## src/verilog/clock_synth_regs.svh

```systemverilog
`ifndef CLOCK_SYNTH_REGS_SVH
`define CLOCK_SYNTH_REGS_SVH

// ==========================================
// register offsets
`define CTRL_OFFSET 4'h0
`define STATUS_OFFSET 4'h4
`define MASK_OFFSET 4'h8

// ==========================================
// control register fields
`define CTRL_W_BIT 15
`define CTRL_X_BIT 14
`define CTRL_Y_MSB 13
`define CTRL_Y_LSB 8
`define CTRL_LOSS_RST_BIT 7
`define CTRL_LOSS_BIT 4
`define CTRL_LOCK_BIT 3
`define CTRL_KEEP_EXT_BIT 1
`define CTRL_KEEP_INT_BIT 0
`define CTRL_WR_MASK 16'hFF83
`define CTRL_RESET 16'h3F00

// ==========================================
// event status and mask fields
`define EVT_LOSS_BIT 0
`define EVT_LOCK_BIT 1
`define EVT_MASK 16'h0003
`define MASK_RESET 16'h0000

// ==========================================
// loop model and timing
`define VCO_INIT_PERIOD 16'h0040
`define LIMP_PERIOD 16'h0002
`define LOCK_COUNT 3'h4
`define POST_DIV_LAST 4'hF
`define PRESCALE_LAST 2'h3
`define CLK_PERIOD_NS 10
`define REF_LOSS_TIME_NS 100000

`endif

```

## src/verilog/clock_synth_pkg.sv

```systemverilog
package clock_synth_pkg;

    // gray order along crystal -> limp; external modes off the usual path
    typedef enum logic [1:0] {
        MODE_CRYSTAL = 2'b00,
        MODE_LIMP = 2'b01,
        MODE_EXT_PLL = 2'b11,
        MODE_EXT_DIRECT = 2'b10
    } clock_mode_t;

endpackage

```

## src/verilog/synth_loop_if.sv

```systemverilog
`timescale 1ns/100ps
`default_nettype none

interface synth_loop_if;
    logic prescale_w;
    logic [5:0] div_y;
    logic limp;
    logic ref_edge;
    logic vco_tick;
    logic locked;
    logic ref_lost;

    modport ctrl (
        output prescale_w, div_y, limp, ref_edge,
        input vco_tick, locked, ref_lost
    );
    modport loop (
        input prescale_w, div_y, limp, ref_edge,
        output vco_tick, locked, ref_lost
    );
endinterface

`default_nettype wire

```

## src/verilog/synth_loop.sv

```systemverilog
`timescale 1ns/100ps
`default_nettype none
`include "clock_synth_regs.svh"

module synth_loop #(
    parameter int unsigned REF_LOSS_CYCLES = 10000
) (
    input wire logic clock_i,
    input wire logic rst_i,
    synth_loop_if.loop lp
);
    logic [15:0] period_q, vco_cnt_q;
    logic vco_tick_q, lost_q;
    logic [1:0] pre_q, fb_cnt_q;
    logic [5:0] down_q;
    logic [3:0] post_q;
    logic [2:0] lock_cnt_q;
    logic [31:0] wd_q;
    logic pre_carry, down_carry, fb_tick;

    // ==========================================
    // oscillator model: one tick every period_q clocks
    always_ff @(posedge clock_i) begin
        if (rst_i || vco_cnt_q >= period_q - 16'h0001) begin
            vco_cnt_q <= 16'h0000;
            vco_tick_q <= !rst_i;
        end else begin
            vco_cnt_q <= vco_cnt_q + 16'h0001;
            vco_tick_q <= 1'b0;
        end
    end
    assign lp.vco_tick = vco_tick_q;

    // ==========================================
    // feedback divider: prescaler, modulo downcounter, fixed divide by sixteen
    // prescale then downcount
    assign pre_carry = vco_tick_q && (!lp.prescale_w || pre_q == `PRESCALE_LAST);
    assign down_carry = pre_carry && down_q == 6'h00;
    // 16(Y+1)4^W ticks, two per oscillator cycle
    assign fb_tick = down_carry && post_q == `POST_DIV_LAST;

    always_ff @(posedge clock_i) begin
        if (rst_i) begin
            pre_q <= 2'h0;
            down_q <= 6'h00;
            post_q <= 4'h0;
        end else begin
            if (vco_tick_q)
                pre_q <= lp.prescale_w ? pre_q + 2'h1 : 2'h0;
            if (pre_carry)
                down_q <= (down_q == 6'h00) ? lp.div_y : down_q - 6'h01;
            if (down_carry)
                post_q <= post_q + 4'h1;
        end
    end

    // ==========================================
    // phase comparison, one decision per reference edge
    always_ff @(posedge clock_i) begin
        if (rst_i || lp.ref_edge)
            fb_cnt_q <= 2'h0;
        else if (fb_tick && fb_cnt_q != 2'h3)
            fb_cnt_q <= fb_cnt_q + 2'h1;
    end

    // steer oscillator period
    always_ff @(posedge clock_i) begin
        if (rst_i)
            period_q <= `VCO_INIT_PERIOD;
        else if (lp.limp)
            period_q <= `LIMP_PERIOD;
        else if (lp.ref_edge && fb_cnt_q == 2'h0 && period_q > 16'h0001)
            period_q <= period_q - 16'h0001;
        else if (lp.ref_edge && fb_cnt_q >= 2'h2 && period_q != 16'hFFFF)
            period_q <= period_q + 16'h0001;
    end

    always_ff @(posedge clock_i) begin
        if (rst_i || lp.limp)
            lock_cnt_q <= 3'h0;
        else if (lp.ref_edge)
            lock_cnt_q <= (fb_cnt_q != 2'h1) ? 3'h0 :
                (lock_cnt_q == `LOCK_COUNT) ? lock_cnt_q : lock_cnt_q + 3'h1;
    end
    assign lp.locked = lock_cnt_q == `LOCK_COUNT;

    // ==========================================
    // reference watchdog; loss stays flagged until reset
    // reference stop detect
    always_ff @(posedge clock_i) begin
        if (rst_i || lp.ref_edge)
            wd_q <= 32'h00000000;
        else if (wd_q != 32'hFFFFFFFF)
            wd_q <= wd_q + 32'h00000001;
    end

    always_ff @(posedge clock_i) begin
        if (rst_i)
            lost_q <= 1'b0;
        else if (wd_q >= 32'(REF_LOSS_CYCLES) - 32'h00000001)
            lost_q <= 1'b1;
    end
    assign lp.ref_lost = lost_q;

    // ==========================================
    // checks
    chk_period_speedup: assert property (
        @(posedge clock_i) disable iff (rst_i)
        lp.ref_edge && fb_cnt_q == 2'h0 && !lp.limp && period_q > 16'h0001
        |=> period_q == $past(period_q) - 16'h0001)
        else $error("period not shortened on slow feedback");
    chk_limp_rate: assert property (
        @(posedge clock_i) disable iff (rst_i)
        lp.limp |=> period_q == `LIMP_PERIOD ##1 vco_cnt_q <= `LIMP_PERIOD)
        else $error("limp rate not applied");
    chk_loss_watchdog: assert property (
        @(posedge clock_i) disable iff (rst_i)
        wd_q == 32'(REF_LOSS_CYCLES) - 32'h00000001 |=> lost_q)
        else $error("reference loss not flagged");
endmodule

`default_nettype wire

```

## src/verilog/clock_synth_ctrl.sv

```systemverilog
`timescale 1ns/100ps
`default_nettype none
`include "clock_synth_regs.svh"

// How it works
// four clock modes chosen from reset strap; code picks three at reset from strap and supply, limp only on reference loss
// direct mode passes oscillator input through
// external PLL mode locks clock to input
// limp mode runs oscillator near half speed
// readable flag shows reference loss
// loss reset enable picks reset or limp
// lock flag on lock or direct clock
// phase compare steers oscillator, detects stop
// prescaler then six-bit downcounter feedback
// system rate is ref*4(Y+1)*2^(2W+X)
// X clear runs oscillator at twice system
// stop bits pick internal and output sources
// stopped clocks are held low
// integration clock keeps running in stop
// strap sampled only during reset
// control register holds W, X, Y, flags
// loss with enable asserts system reset
module clock_synth_ctrl #(
    parameter int unsigned REF_LOSS_CYCLES = `REF_LOSS_TIME_NS / `CLK_PERIOD_NS
) (
    input wire logic clock_i,
    input wire logic rst_i,
    input wire logic clock_mode_strap_i,
    input wire logic synth_supply_i,
    input wire logic osc_input_i,
    input wire logic low_power_stop_i,
    input wire logic [3:0] addr_i,
    input wire logic [15:0] wdata_i,
    input wire logic wr_i,
    input wire logic rd_i,
    output logic [15:0] rdata_o,
    output logic osc_output_o,
    output logic osc_output_oe_o,
    output logic sys_clock_o,
    output logic clock_output_o,
    output logic integration_module_clock_o,
    output logic sys_reset_o,
    output logic irq_o,
    output clock_synth_pkg::clock_mode_t clock_mode_o
);
    import clock_synth_pkg::*;

    clock_mode_t mode_q;
    logic [15:0] ctrl_q, sts_q, msk_q, sts_set;
    logic osc_q, vco_clk_q, sys_gen_q, half_q, lock_prev_q, loss_prev_q;
    logic direct, pll_mode, ref_loss_flag, lock_flag, sys_tick;
    logic run_clk, stop_src, keep_int, keep_ext, loss_rst_en;

    synth_loop_if lp ();

    synth_loop #(
        .REF_LOSS_CYCLES(REF_LOSS_CYCLES)
    ) u_loop (
        .clock_i(clock_i),
        .rst_i(rst_i),
        .lp(lp)
    );

    // ==========================================
    // mode selection
    assign direct = mode_q == MODE_EXT_DIRECT;
    assign pll_mode = mode_q == MODE_CRYSTAL || mode_q == MODE_EXT_PLL;
    assign loss_rst_en = ctrl_q[`CTRL_LOSS_RST_BIT];

    // strap and supply pick mode
    // sampled while reset held
    always_ff @(posedge clock_i) begin
        if (rst_i) begin
            if (clock_mode_strap_i)
                mode_q <= MODE_CRYSTAL;
            else
                mode_q <= synth_supply_i ? MODE_EXT_PLL : MODE_EXT_DIRECT;
        end else if (pll_mode && lp.ref_lost && !loss_rst_en) begin
            // continue in limp
            mode_q <= MODE_LIMP;
        end
    end
    assign clock_mode_o = mode_q;

    // ==========================================
    // loop control
    assign lp.prescale_w = ctrl_q[`CTRL_W_BIT];
    assign lp.div_y = ctrl_q[`CTRL_Y_MSB:`CTRL_Y_LSB];
    // limp forces fixed oscillator rate
    assign lp.limp = mode_q == MODE_LIMP;
    assign lp.ref_edge = osc_input_i && !osc_q && !direct;

    // loss flag only where a loop runs
    assign ref_loss_flag = !direct && lp.ref_lost;
    // lock or direct clock
    assign lock_flag = direct || (pll_mode && lp.locked);

    // loss with enable resets system
    always_ff @(posedge clock_i) begin
        if (rst_i)
            sys_reset_o <= 1'b0;
        else
            sys_reset_o <= pll_mode && lp.ref_lost && loss_rst_en;
    end

    // ==========================================
    // clock generation
    // with X clear, halve oscillator ticks
    assign sys_tick = lp.vco_tick && (ctrl_q[`CTRL_X_BIT] || half_q);

    always_ff @(posedge clock_i) begin
        if (rst_i) begin
            osc_q <= 1'b0;
            half_q <= 1'b0;
            vco_clk_q <= 1'b0;
            sys_gen_q <= 1'b0;
        end else begin
            osc_q <= osc_input_i;
            if (lp.vco_tick) begin
                half_q <= !half_q;
                vco_clk_q <= !vco_clk_q;
            end
            if (sys_tick)
                sys_gen_q <= !sys_gen_q;
        end
    end

    // direct mode uses input as is
    // PLL modes use locked oscillator
    assign run_clk = direct ? osc_input_i : sys_gen_q;
    assign keep_int = ctrl_q[`CTRL_KEEP_INT_BIT];
    assign keep_ext = ctrl_q[`CTRL_KEEP_EXT_BIT];
    // stop source selection
    assign stop_src = (keep_int && !direct) ? vco_clk_q : osc_input_i;

    // stopped clocks driven low
    always_ff @(posedge clock_i) begin
        if (rst_i) begin
            sys_clock_o <= 1'b0;
            clock_output_o <= 1'b0;
        end else if (low_power_stop_i) begin
            sys_clock_o <= 1'b0;
            // output off or same source
            clock_output_o <= keep_ext && stop_src;
        end else begin
            sys_clock_o <= run_clk;
            clock_output_o <= run_clk;
        end
    end

    // integration clock never stops
    always_ff @(posedge clock_i) begin
        if (rst_i)
            integration_module_clock_o <= 1'b0;
        else
            integration_module_clock_o <= low_power_stop_i ? stop_src : run_clk;
    end

    // crystal amplifier drives in crystal and limp modes; external sources float it
    always_ff @(posedge clock_i) begin
        if (rst_i) begin
            osc_output_o <= 1'b0;
            osc_output_oe_o <= 1'b0;
        end else begin
            osc_output_o <= !osc_input_i;
            osc_output_oe_o <= mode_q == MODE_CRYSTAL || mode_q == MODE_LIMP;
        end
    end

    // ==========================================
    // registers
    // one address decoder shared by the strobes and the checks
    function automatic logic hit(input logic [3:0] a, input logic [3:0] offset);
        return a == offset;
    endfunction

    // writable W, X, Y and control bits
    always_ff @(posedge clock_i) begin
        if (rst_i)
            ctrl_q <= `CTRL_RESET;
        else if (wr_i && hit(addr_i, `CTRL_OFFSET))
            ctrl_q <= wdata_i & `CTRL_WR_MASK;
    end

    always_ff @(posedge clock_i) begin
        if (rst_i)
            msk_q <= `MASK_RESET;
        else if (wr_i && hit(addr_i, `MASK_OFFSET))
            msk_q <= wdata_i & `EVT_MASK;
    end

    always_ff @(posedge clock_i) begin
        if (rst_i) begin
            lock_prev_q <= 1'b0;
            loss_prev_q <= 1'b0;
        end else begin
            lock_prev_q <= lock_flag;
            loss_prev_q <= ref_loss_flag;
        end
    end

    always_comb begin
        sts_set = 16'h0000;
        sts_set[`EVT_LOSS_BIT] = ref_loss_flag && !loss_prev_q;
        sts_set[`EVT_LOCK_BIT] = lock_flag && !lock_prev_q;
    end

    // a new event in the clearing read cycle survives
    always_ff @(posedge clock_i) begin
        if (rst_i)
            sts_q <= 16'h0000;
        else if (rd_i && hit(addr_i, `STATUS_OFFSET))
            sts_q <= sts_set;
        else
            sts_q <= sts_q | sts_set;
    end

    assign irq_o = |(sts_q & msk_q);

    always_ff @(posedge clock_i) begin
        if (rst_i) begin
            rdata_o <= 16'h0000;
        end else if (rd_i) begin
            case (addr_i)
                // loss flag readable
                // lock flag readable
                `CTRL_OFFSET: begin
                    rdata_o <= ctrl_q;
                    rdata_o[`CTRL_LOSS_BIT] <= ref_loss_flag;
                    rdata_o[`CTRL_LOCK_BIT] <= lock_flag;
                end
                `STATUS_OFFSET: rdata_o <= sts_q;
                `MASK_OFFSET: rdata_o <= msk_q;
                default: rdata_o <= 16'h0000;
            endcase
        end else begin
            rdata_o <= 16'h0000;
        end
    end

    // ==========================================
    // checks
    chk_strap_ignored: assert property (
        @(posedge clock_i) disable iff (rst_i)
        !$past(rst_i) |-> direct == $past(direct))
        else $error("mode changed by strap after reset");
    chk_direct_pass: assert property (
        @(posedge clock_i) disable iff (rst_i)
        direct && !low_power_stop_i |=> sys_clock_o == $past(osc_input_i)
            && clock_output_o == $past(osc_input_i))
        else $error("direct mode clock not passed through");
    chk_stop_low: assert property (
        @(posedge clock_i) disable iff (rst_i)
        low_power_stop_i && !keep_ext |=> !sys_clock_o && !clock_output_o)
        else $error("stopped clock not held low");
    chk_stop_int_src: assert property (
        @(posedge clock_i) disable iff (rst_i)
        low_power_stop_i && !keep_int
        |=> integration_module_clock_o == $past(osc_input_i))
        else $error("integration clock source wrong in stop");
    chk_stop_ext_follow: assert property (
        @(posedge clock_i) disable iff (rst_i)
        low_power_stop_i && keep_ext
        |=> clock_output_o == integration_module_clock_o)
        else $error("clock output not following stop source");
    chk_loss_reset: assert property (
        @(posedge clock_i) disable iff (rst_i)
        pll_mode && lp.ref_lost && loss_rst_en |=> sys_reset_o && mode_q != MODE_LIMP)
        else $error("loss did not reset system");
    chk_limp_entry: assert property (
        @(posedge clock_i) disable iff (rst_i)
        pll_mode && lp.ref_lost && !loss_rst_en |=> mode_q == MODE_LIMP ##1 !sys_reset_o)
        else $error("loss did not enter limp");
    chk_flags_read: assert property (
        @(posedge clock_i) disable iff (rst_i)
        rd_i && hit(addr_i, `CTRL_OFFSET)
        |=> rdata_o[`CTRL_LOSS_BIT] == $past(ref_loss_flag)
            && rdata_o[`CTRL_LOCK_BIT] == $past(lock_flag))
        else $error("control flags misreported");
    chk_direct_lock: assert property (
        @(posedge clock_i) disable iff (rst_i)
        direct |-> lock_flag && !ref_loss_flag)
        else $error("direct mode lock flag wrong");
    // events, amplifier drive and stop levels as software and the board see them
    chk_read_clears: assert property (
        @(posedge clock_i) disable iff (rst_i)
        rd_i && hit(addr_i, `STATUS_OFFSET) && sts_set == 16'h0000
        |=> sts_q == 16'h0000)
        else $error("status read did not clear events");
    chk_loss_event: assert property (
        @(posedge clock_i) disable iff (rst_i)
        ref_loss_flag && !loss_prev_q |=> sts_q[`EVT_LOSS_BIT])
        else $error("loss event not recorded");
    chk_ext_float: assert property (
        @(posedge clock_i) disable iff (rst_i)
        direct || mode_q == MODE_EXT_PLL
        |=> !osc_output_oe_o)
        else $error("oscillator output driven with external clock");
    chk_stop_sys_low: assert property (
        @(posedge clock_i) disable iff (rst_i)
        low_power_stop_i |=> !sys_clock_o)
        else $error("system clock running in stop");
endmodule

`default_nettype wire

```

## config.mk

```make
export PLATFORM = sky130hd
export DESIGN_NAME = clock_synth_ctrl
export DESIGN_NICKNAME = d
export VERILOG_FILES = /design/src/verilog/clock_synth_pkg.sv /design/src/verilog/synth_loop_if.sv /design/src/verilog/synth_loop.sv /design/src/verilog/clock_synth_ctrl.sv
export VERILOG_INCLUDE_DIRS = /design/src /design/src/verilog
export SDC_FILE = /design/constraint.sdc
export NUM_CORES = 1
export LEC_CHECK = 0
export BUFFER_PORTS_ARGS = -buffer_cell sky130_fd_sc_hd__buf_2
export CAP_MARGIN = 15
export CELL_PAD_IN_SITES_DETAIL_PLACEMENT = 1
export CELL_PAD_IN_SITES_GLOBAL_PLACEMENT = 1
export CORE_AREA = 3 3 150 152
export DETAILED_ROUTE_END_ITERATION = 7
export DIE_AREA = 0 0 153 155
export PLACE_DENSITY_LB_ADDON = 0.1
export SLEW_MARGIN = 20
export SYNTH_ARGS = -nofsm -noshare
export SYNTH_HDL_FRONTEND = slang
export SYNTH_HIERARCHICAL = 1
export SYNTH_SLANG_ARGS = --single-unit
```

## constraint.sdc

```tcl
create_clock -name clock_i -period 6.24 [get_ports clock_i]
set_clock_uncertainty 0.15 [all_clocks]
set_input_delay 1.248 -clock clock_i [delete_from_list [all_inputs] [get_ports clock_i]]
set_output_delay 1.248 -clock clock_i [all_outputs]
set_load 0.05 [all_outputs]
```

## After elaboration in Yosys (flattened, before gate mapping)

Index checks and enable logic that the tools add are counted.

- Logic and storage cells: 130
- Output and inout bits: 25
- Input bits: 28
- Flip-flop bits (word level): 142

- Bitwise gates (word level): 3
- Reductions and logical operators: 55
- Equality and inequality tests: 13
- Muxes and demuxes: 17
- Add/sub/neg operators: 9
- Order comparisons: 4

Operator list:

| kind | count |
|---|---|
| 16-bit one-hot mux with 3 select lines | 1 |
| 16-bit by 1-bit adder with 16-bit output (second input constant) | 2 |
| 32-bit by 1-bit adder with 32-bit output (second input constant) | 1 |
| 32-bit by 14-bit >= comparator with 1-bit output (second input constant) | 1 |
| 16-bit 2-to-1 mux | 2 |
| 32-bit != test (second input constant) | 1 |
| 1-bit logical AND | 23 |
| 16-bit by 2-bit bitwise AND with 16-bit output | 1 |
| 16-bit >= comparator | 1 |
| 16-bit by 1-bit > comparator with 1-bit output (second input constant) | 1 |
| 16-bit != test (second input constant) | 1 |
| 16-bit by 2-bit bitwise OR with 16-bit output | 1 |
| 16-bit OR reduction | 1 |
| 16-bit by 1-bit subtractor with 16-bit output (second input constant) | 1 |
| 1-bit logical NOT | 11 |
| 2-bit 2-to-1 mux | 5 |
| 4-bit == test (second input constant) | 2 |
| 1-bit logical OR | 8 |
| 2-bit OR reduction | 4 |
| 7-bit 2-to-1 mux | 1 |
| 2-bit == test (second input constant) | 3 |
| 6-bit logical NOT | 1 |
| 3-bit 2-to-1 mux | 2 |
| 6-bit 2-to-1 mux | 1 |
| other kinds (17) | 25 |

## Depth between registers and ports, before layout

- Depth after elaboration: 8
- Depth in mapped cells: 13
- Mapped depth without buffers: 12

## By module

Netlist, hierarchy kept.

By module, submodules not included:

| module | instances | area each (um^2) | cells an instance |
|---|---|---|---|
| synth_loop | 1 | 4767.1 | 582 |
| clock_synth_ctrl | 1 | 1621.6 | 158 |

## Least setup slack after synthesis

OpenSTA, ideal clock, no wires.

- Path type: register -> register
- From: register u_loop.period_q[6]
- To: register u_loop.vco_cnt_q[10]
- Slack: 2802 ps
- Stages on the path, launching flop included: 13
- Arrival time: 3161 ps
- Data required time: 5962 ps
- Setup time: 128 ps
- Clock period less this slack: 3438 ps
- Path through: dfxtp_1 buf_6 or4_4 or4_4 nor2_1 xnor2_1 ha_1 nand4_1 a211oi_1 a221oi_1 o21ai_1 clkbuf_1 nor2_1

- Word-level cells in the longest chain between the ends: 3

Ends and longest elaborated chain:

| item | RTL line | text |
|---|---|---|
| start: declaration | synth_loop.sv:12 | `logic [15:0] period_q, vco_cnt_q;` |
| start signal: assignment | synth_loop.sv:69 | `` period_q <= `VCO_INIT_PERIOD; `` |
| start signal: assignment | synth_loop.sv:71 | `` period_q <= `LIMP_PERIOD; `` |
| start signal: assignment | synth_loop.sv:73 | `period_q <= period_q - 16'h0001;` |
| 16-bit by 1-bit subtractor with 16-bit output | synth_loop.sv:24 | `if (rst_i \|\| vco_cnt_q >= period_q - 16'h0001) begin` |
| 16-bit >= comparator | synth_loop.sv:24 |  |
| 1-bit logical OR | synth_loop.sv:24 |  |
| end signal: assignment | synth_loop.sv:28 | `vco_cnt_q <= vco_cnt_q + 16'h0001;` |
| end: declaration | synth_loop.sv:12 |  |

No other way between the ends.
A chain may end at the register's enable or synchronous reset.

## Final worst setup path

- From: input osc_input_i
- To: register u_loop.period_q[4]

- Word-level cells in the longest chain between the ends: 5

Ends and longest elaborated chain:

| item | RTL line | text |
|---|---|---|
| start: declaration | clock_synth_ctrl.sv:30 | `input wire logic osc_input_i,` |
| 1-bit logical AND (*) (2 in a row) | clock_synth_ctrl.sv:91 | `assign lp.ref_edge = osc_input_i && !osc_q && !direct;` |
| net lp.ref_edge | synth_loop_if.sv:8 | `logic ref_edge;` |
| 1-bit logical AND, on equally long branches (2 in a row) | synth_loop.sv:72, synth_loop.sv:74 |  |
| 16-bit 2-to-1 mux or 2-bit nonzero test (tied branches) | - |  |
| end signal: assignment | synth_loop.sv:71 |  |
| end signal: assignment | synth_loop.sv:73 |  |
| end signal: assignment | synth_loop.sv:75 | `period_q <= period_q + 16'h0001;` |

The timed path passes the listed nets; every way through them passes the cells marked *.

==> results.yml <==
run_status:
  outcome: "finished clean"
logic_synthesis:
  yosysSeqAreaShare: 0.395
  synth_cells: 740
  ys.flop_type: "dfxtp_1"
  synth.most_common_cell: "dfxtp_1"
  synth_area_per_cell_um2: 8.63
  synth_common_cells: "123 x dfxtp_1, 99 x nor2_1, 58 x nand2_1"
  netlist_area_mm2: 0.00639
  synth_top_area_share: 0.385
  ys_types: 64
  async_flop_share: 0
  synth_edf_count: 2
  synthTopCellsByArea: "dfxtp_1 39%, ha_1 6.7%, nor2_1 5.8%"
  synth_warnings: 6
  synth_seq_cells: 125
  synth_top_area_cell: "dfxtp_1"
clock_network:
  cts_setup_buffers: 0
  clkSinkCount: 125
  clock_latency_ps: 420
  ctsHoldBuffers: 0
  cts_tree: "done"
  htree_num_levels: 4
  cts-root-buf: "clkbuf_16"
  cts_resized: 0
  cts_buffers: 17
  clockBufferDepth: 2
  path_clk_slew_ps: 60
detailed_routing:
  wl_met3_um: 404
  num_vias: 5255
  wl_met2_um: 7690
  wl_per_cell_um: 15.7
  dr.pass1.iters: 4
  wirelength_um: 16600
  dr.max_layer_used: "met4"
  drt-vias-per-instance: 4.96
  detail_route.iter0.violations: 166
  met1_length_um: 8280
  drc: 0
  ant_nets: 0
run:
  maxCapViolCount: 0
timing:
  final.setup.tns_ps: 0
  hold_violations: 0
  finalCriticalPeriod_ps: 3560
  fmax_mhz: 281
  relSlewSlack: 0.432
  rsz0062_at_grt: "false"
  worstMarginPinSlew_ps: 848
  finalMaxSlewViolations: 0
  setup_viol: 0
  fin_crit_sh: 0.570
finish:
  nets: 833
  multi_input_area_mm2: 0.00363
  fill_cells: 2478
  areaGrowthSynthToFinish_pct: 15.8
  antenna_cells: 0
  final_cell_count_no_fill: 1059
  drive_gt1_frac: 0.121
  register_area_mm2: 0.00252
grt:
  overflow: 0
  antenna_found_initial: 0
  grt_max_degree: 53
  first_global_vias: 5606
  grt_pass1_wl_um: 28200
  grt_util_all_layers: 0.144
hold_path:
  hp-class: "reg2reg"
  min-delay-start: "lock_prev_q$_SDFF_PP0_"
worst_setup_path:
  crit_start: "osc_input_i"
  required_ps: 6400
  cp.arrival_ps: 3710
  start_kind: "input port"
  end_kind: "flop"
  critPathKind: "in2reg"
  crit_fanout: 11
  r2r-start: "u_loop/period_q[4]$_SDFFE_PP0P_"
die:
  row_count: 53
  fp.dieArea_mm2: 0.0237
  die_w_um: 153
  core_mm2: 0.0212
  start_util: 0.302
  io_pins: 53
  fp.dieH_um: 155
placed_design:
  dp_hpwl_um: 11800
  port_buffers: 44
  gp_congestion: 0.765
  place_inst: 1027
pwr:
  p_leak_nw: 2.86
  p_per_area_mw_per_mm2: 282
  vdd_drop_max_v: 0.000145
-- flip-flops by register name, summed over array words and instances, names as in the netlist, 3 cells and up --
name	cells
u_loop/down_q	6
u_loop/period_q	16
u_loop/vco_cnt_q	16
u_loop/post_q	4
ctrl_q	11
rdata_o	13
u_loop/wd_q	32
u_loop/lock_cnt_q	3
-- area by class of cell --
class	instances	share of cell area
Multi-Input combinational cell	560	0.490
Sequential cell	125	0.341
Clock buffer	20	0.0631
Tap cell	275	0.0465
Timing Repair Buffer	46	0.0318
Clock inverter	12	0.0167
Inverter	21	0.0107
-- metrics by stage --
step / util / setup WS (ps) / power (mW) / instance area (um^2) / hold WS, ps
3_3_place_gp: 0.322 / 2240 / 1.10 / 6810 / 245
6_report: 0.350 / 2680 / 2.09 / 7400 / 276
4_1_cts: 0.350 / 2610 / 2.13 / 7400 / 285
2_1_floorplan: - / 2800 / 1.04 / 6400 / 232
3_5_place_dp: 0.322 / 2240 / 1.11 / 6810 / 256
5_1_grt: 0.350 / 2240 / 2.19 / 7400 / 282
-- cell usage in the layout (no fill, tap or decap), types with 3 or more instances in the layout --
cell type	netlist	final
xnor2_1	31	31
nand2_1	58	58
a21oi_1	32	32
nor2_1	99	99
o211ai_1	3	3
and2_1	14	14
nand3b_1	3	3
and4_1	5	5
or2_2	5	5
buf_2	1	44
conb_1	1	3
a211oi_1	11	11
o21a_1	3	3
nand2b_1	17	17
nor4_1	9	9
or3_1	10	10
clkbuf_8	0	3
nand4_1	19	19
ha_1	34	34
inv_1	21	21
nor2b_1	5	5
o21ai_0	23	23
mux2i_1	23	23
a31oi_1	5	5
or4_1	3	3
a21o_1	5	5
inv_6	0	5
nor3b_1	6	5
clkbuf_16	0	17
nand3_1	33	33
dfxtp_1	123	123
and3_1	13	13
nor3_1	20	20
xor2_1	32	32
-- kinds of logic after synthesis --
family | share of synthesized area
AND/OR/NAND/NOR | 0.267
adder cells (fa/ha/maj) | 0.0666
multiplexers | 0.0360
other | 0.000587
buffers and inverters | 0.0396
XOR/XNOR | 0.0864
flip-flops | 0.395
AO/OA/AOI/OAI | 0.109
-- power breakdown --
part           switching (mW)  internal (mW)  total [mW]
clock network           0.411          0.592        1.00
logic                   0.148         0.0878       0.236
registers              0.0280          0.822       0.850
total                   0.587           1.50        2.09
-- worst max-delay path, cell delays in order --
cell and delay [ps]:
buf_2 130, nor3b_2 710, o21a_1 430, a21boi_0 560, nand4_1 210, and3_1 230
o21a_1 190
-- final timing paths --
check	slack (ps)	cells after the start	endpoint
worst min-delay path	280	1	sts_q[1]$_SDFF_PP0_
worst min register to register	280	1	sts_q[1]$_SDFF_PP0_
worst max register to register	2690	11	u_loop/lp.vco_tick$_SDFF_PN0_
worst max-delay path	2680	7	u_loop/period_q[4]$_SDFFE_PP0P_
-- layer usage --
metal | vias to the layer above | track usage
met4 | 0 | 0.0412
met1 | 2557 | 0.190
li1 | 2634 | -
met3 | 15 | 0.0339
met5 | - | 0
met2 | 49 | 0.237
Power figures use the tool's default switching activity.
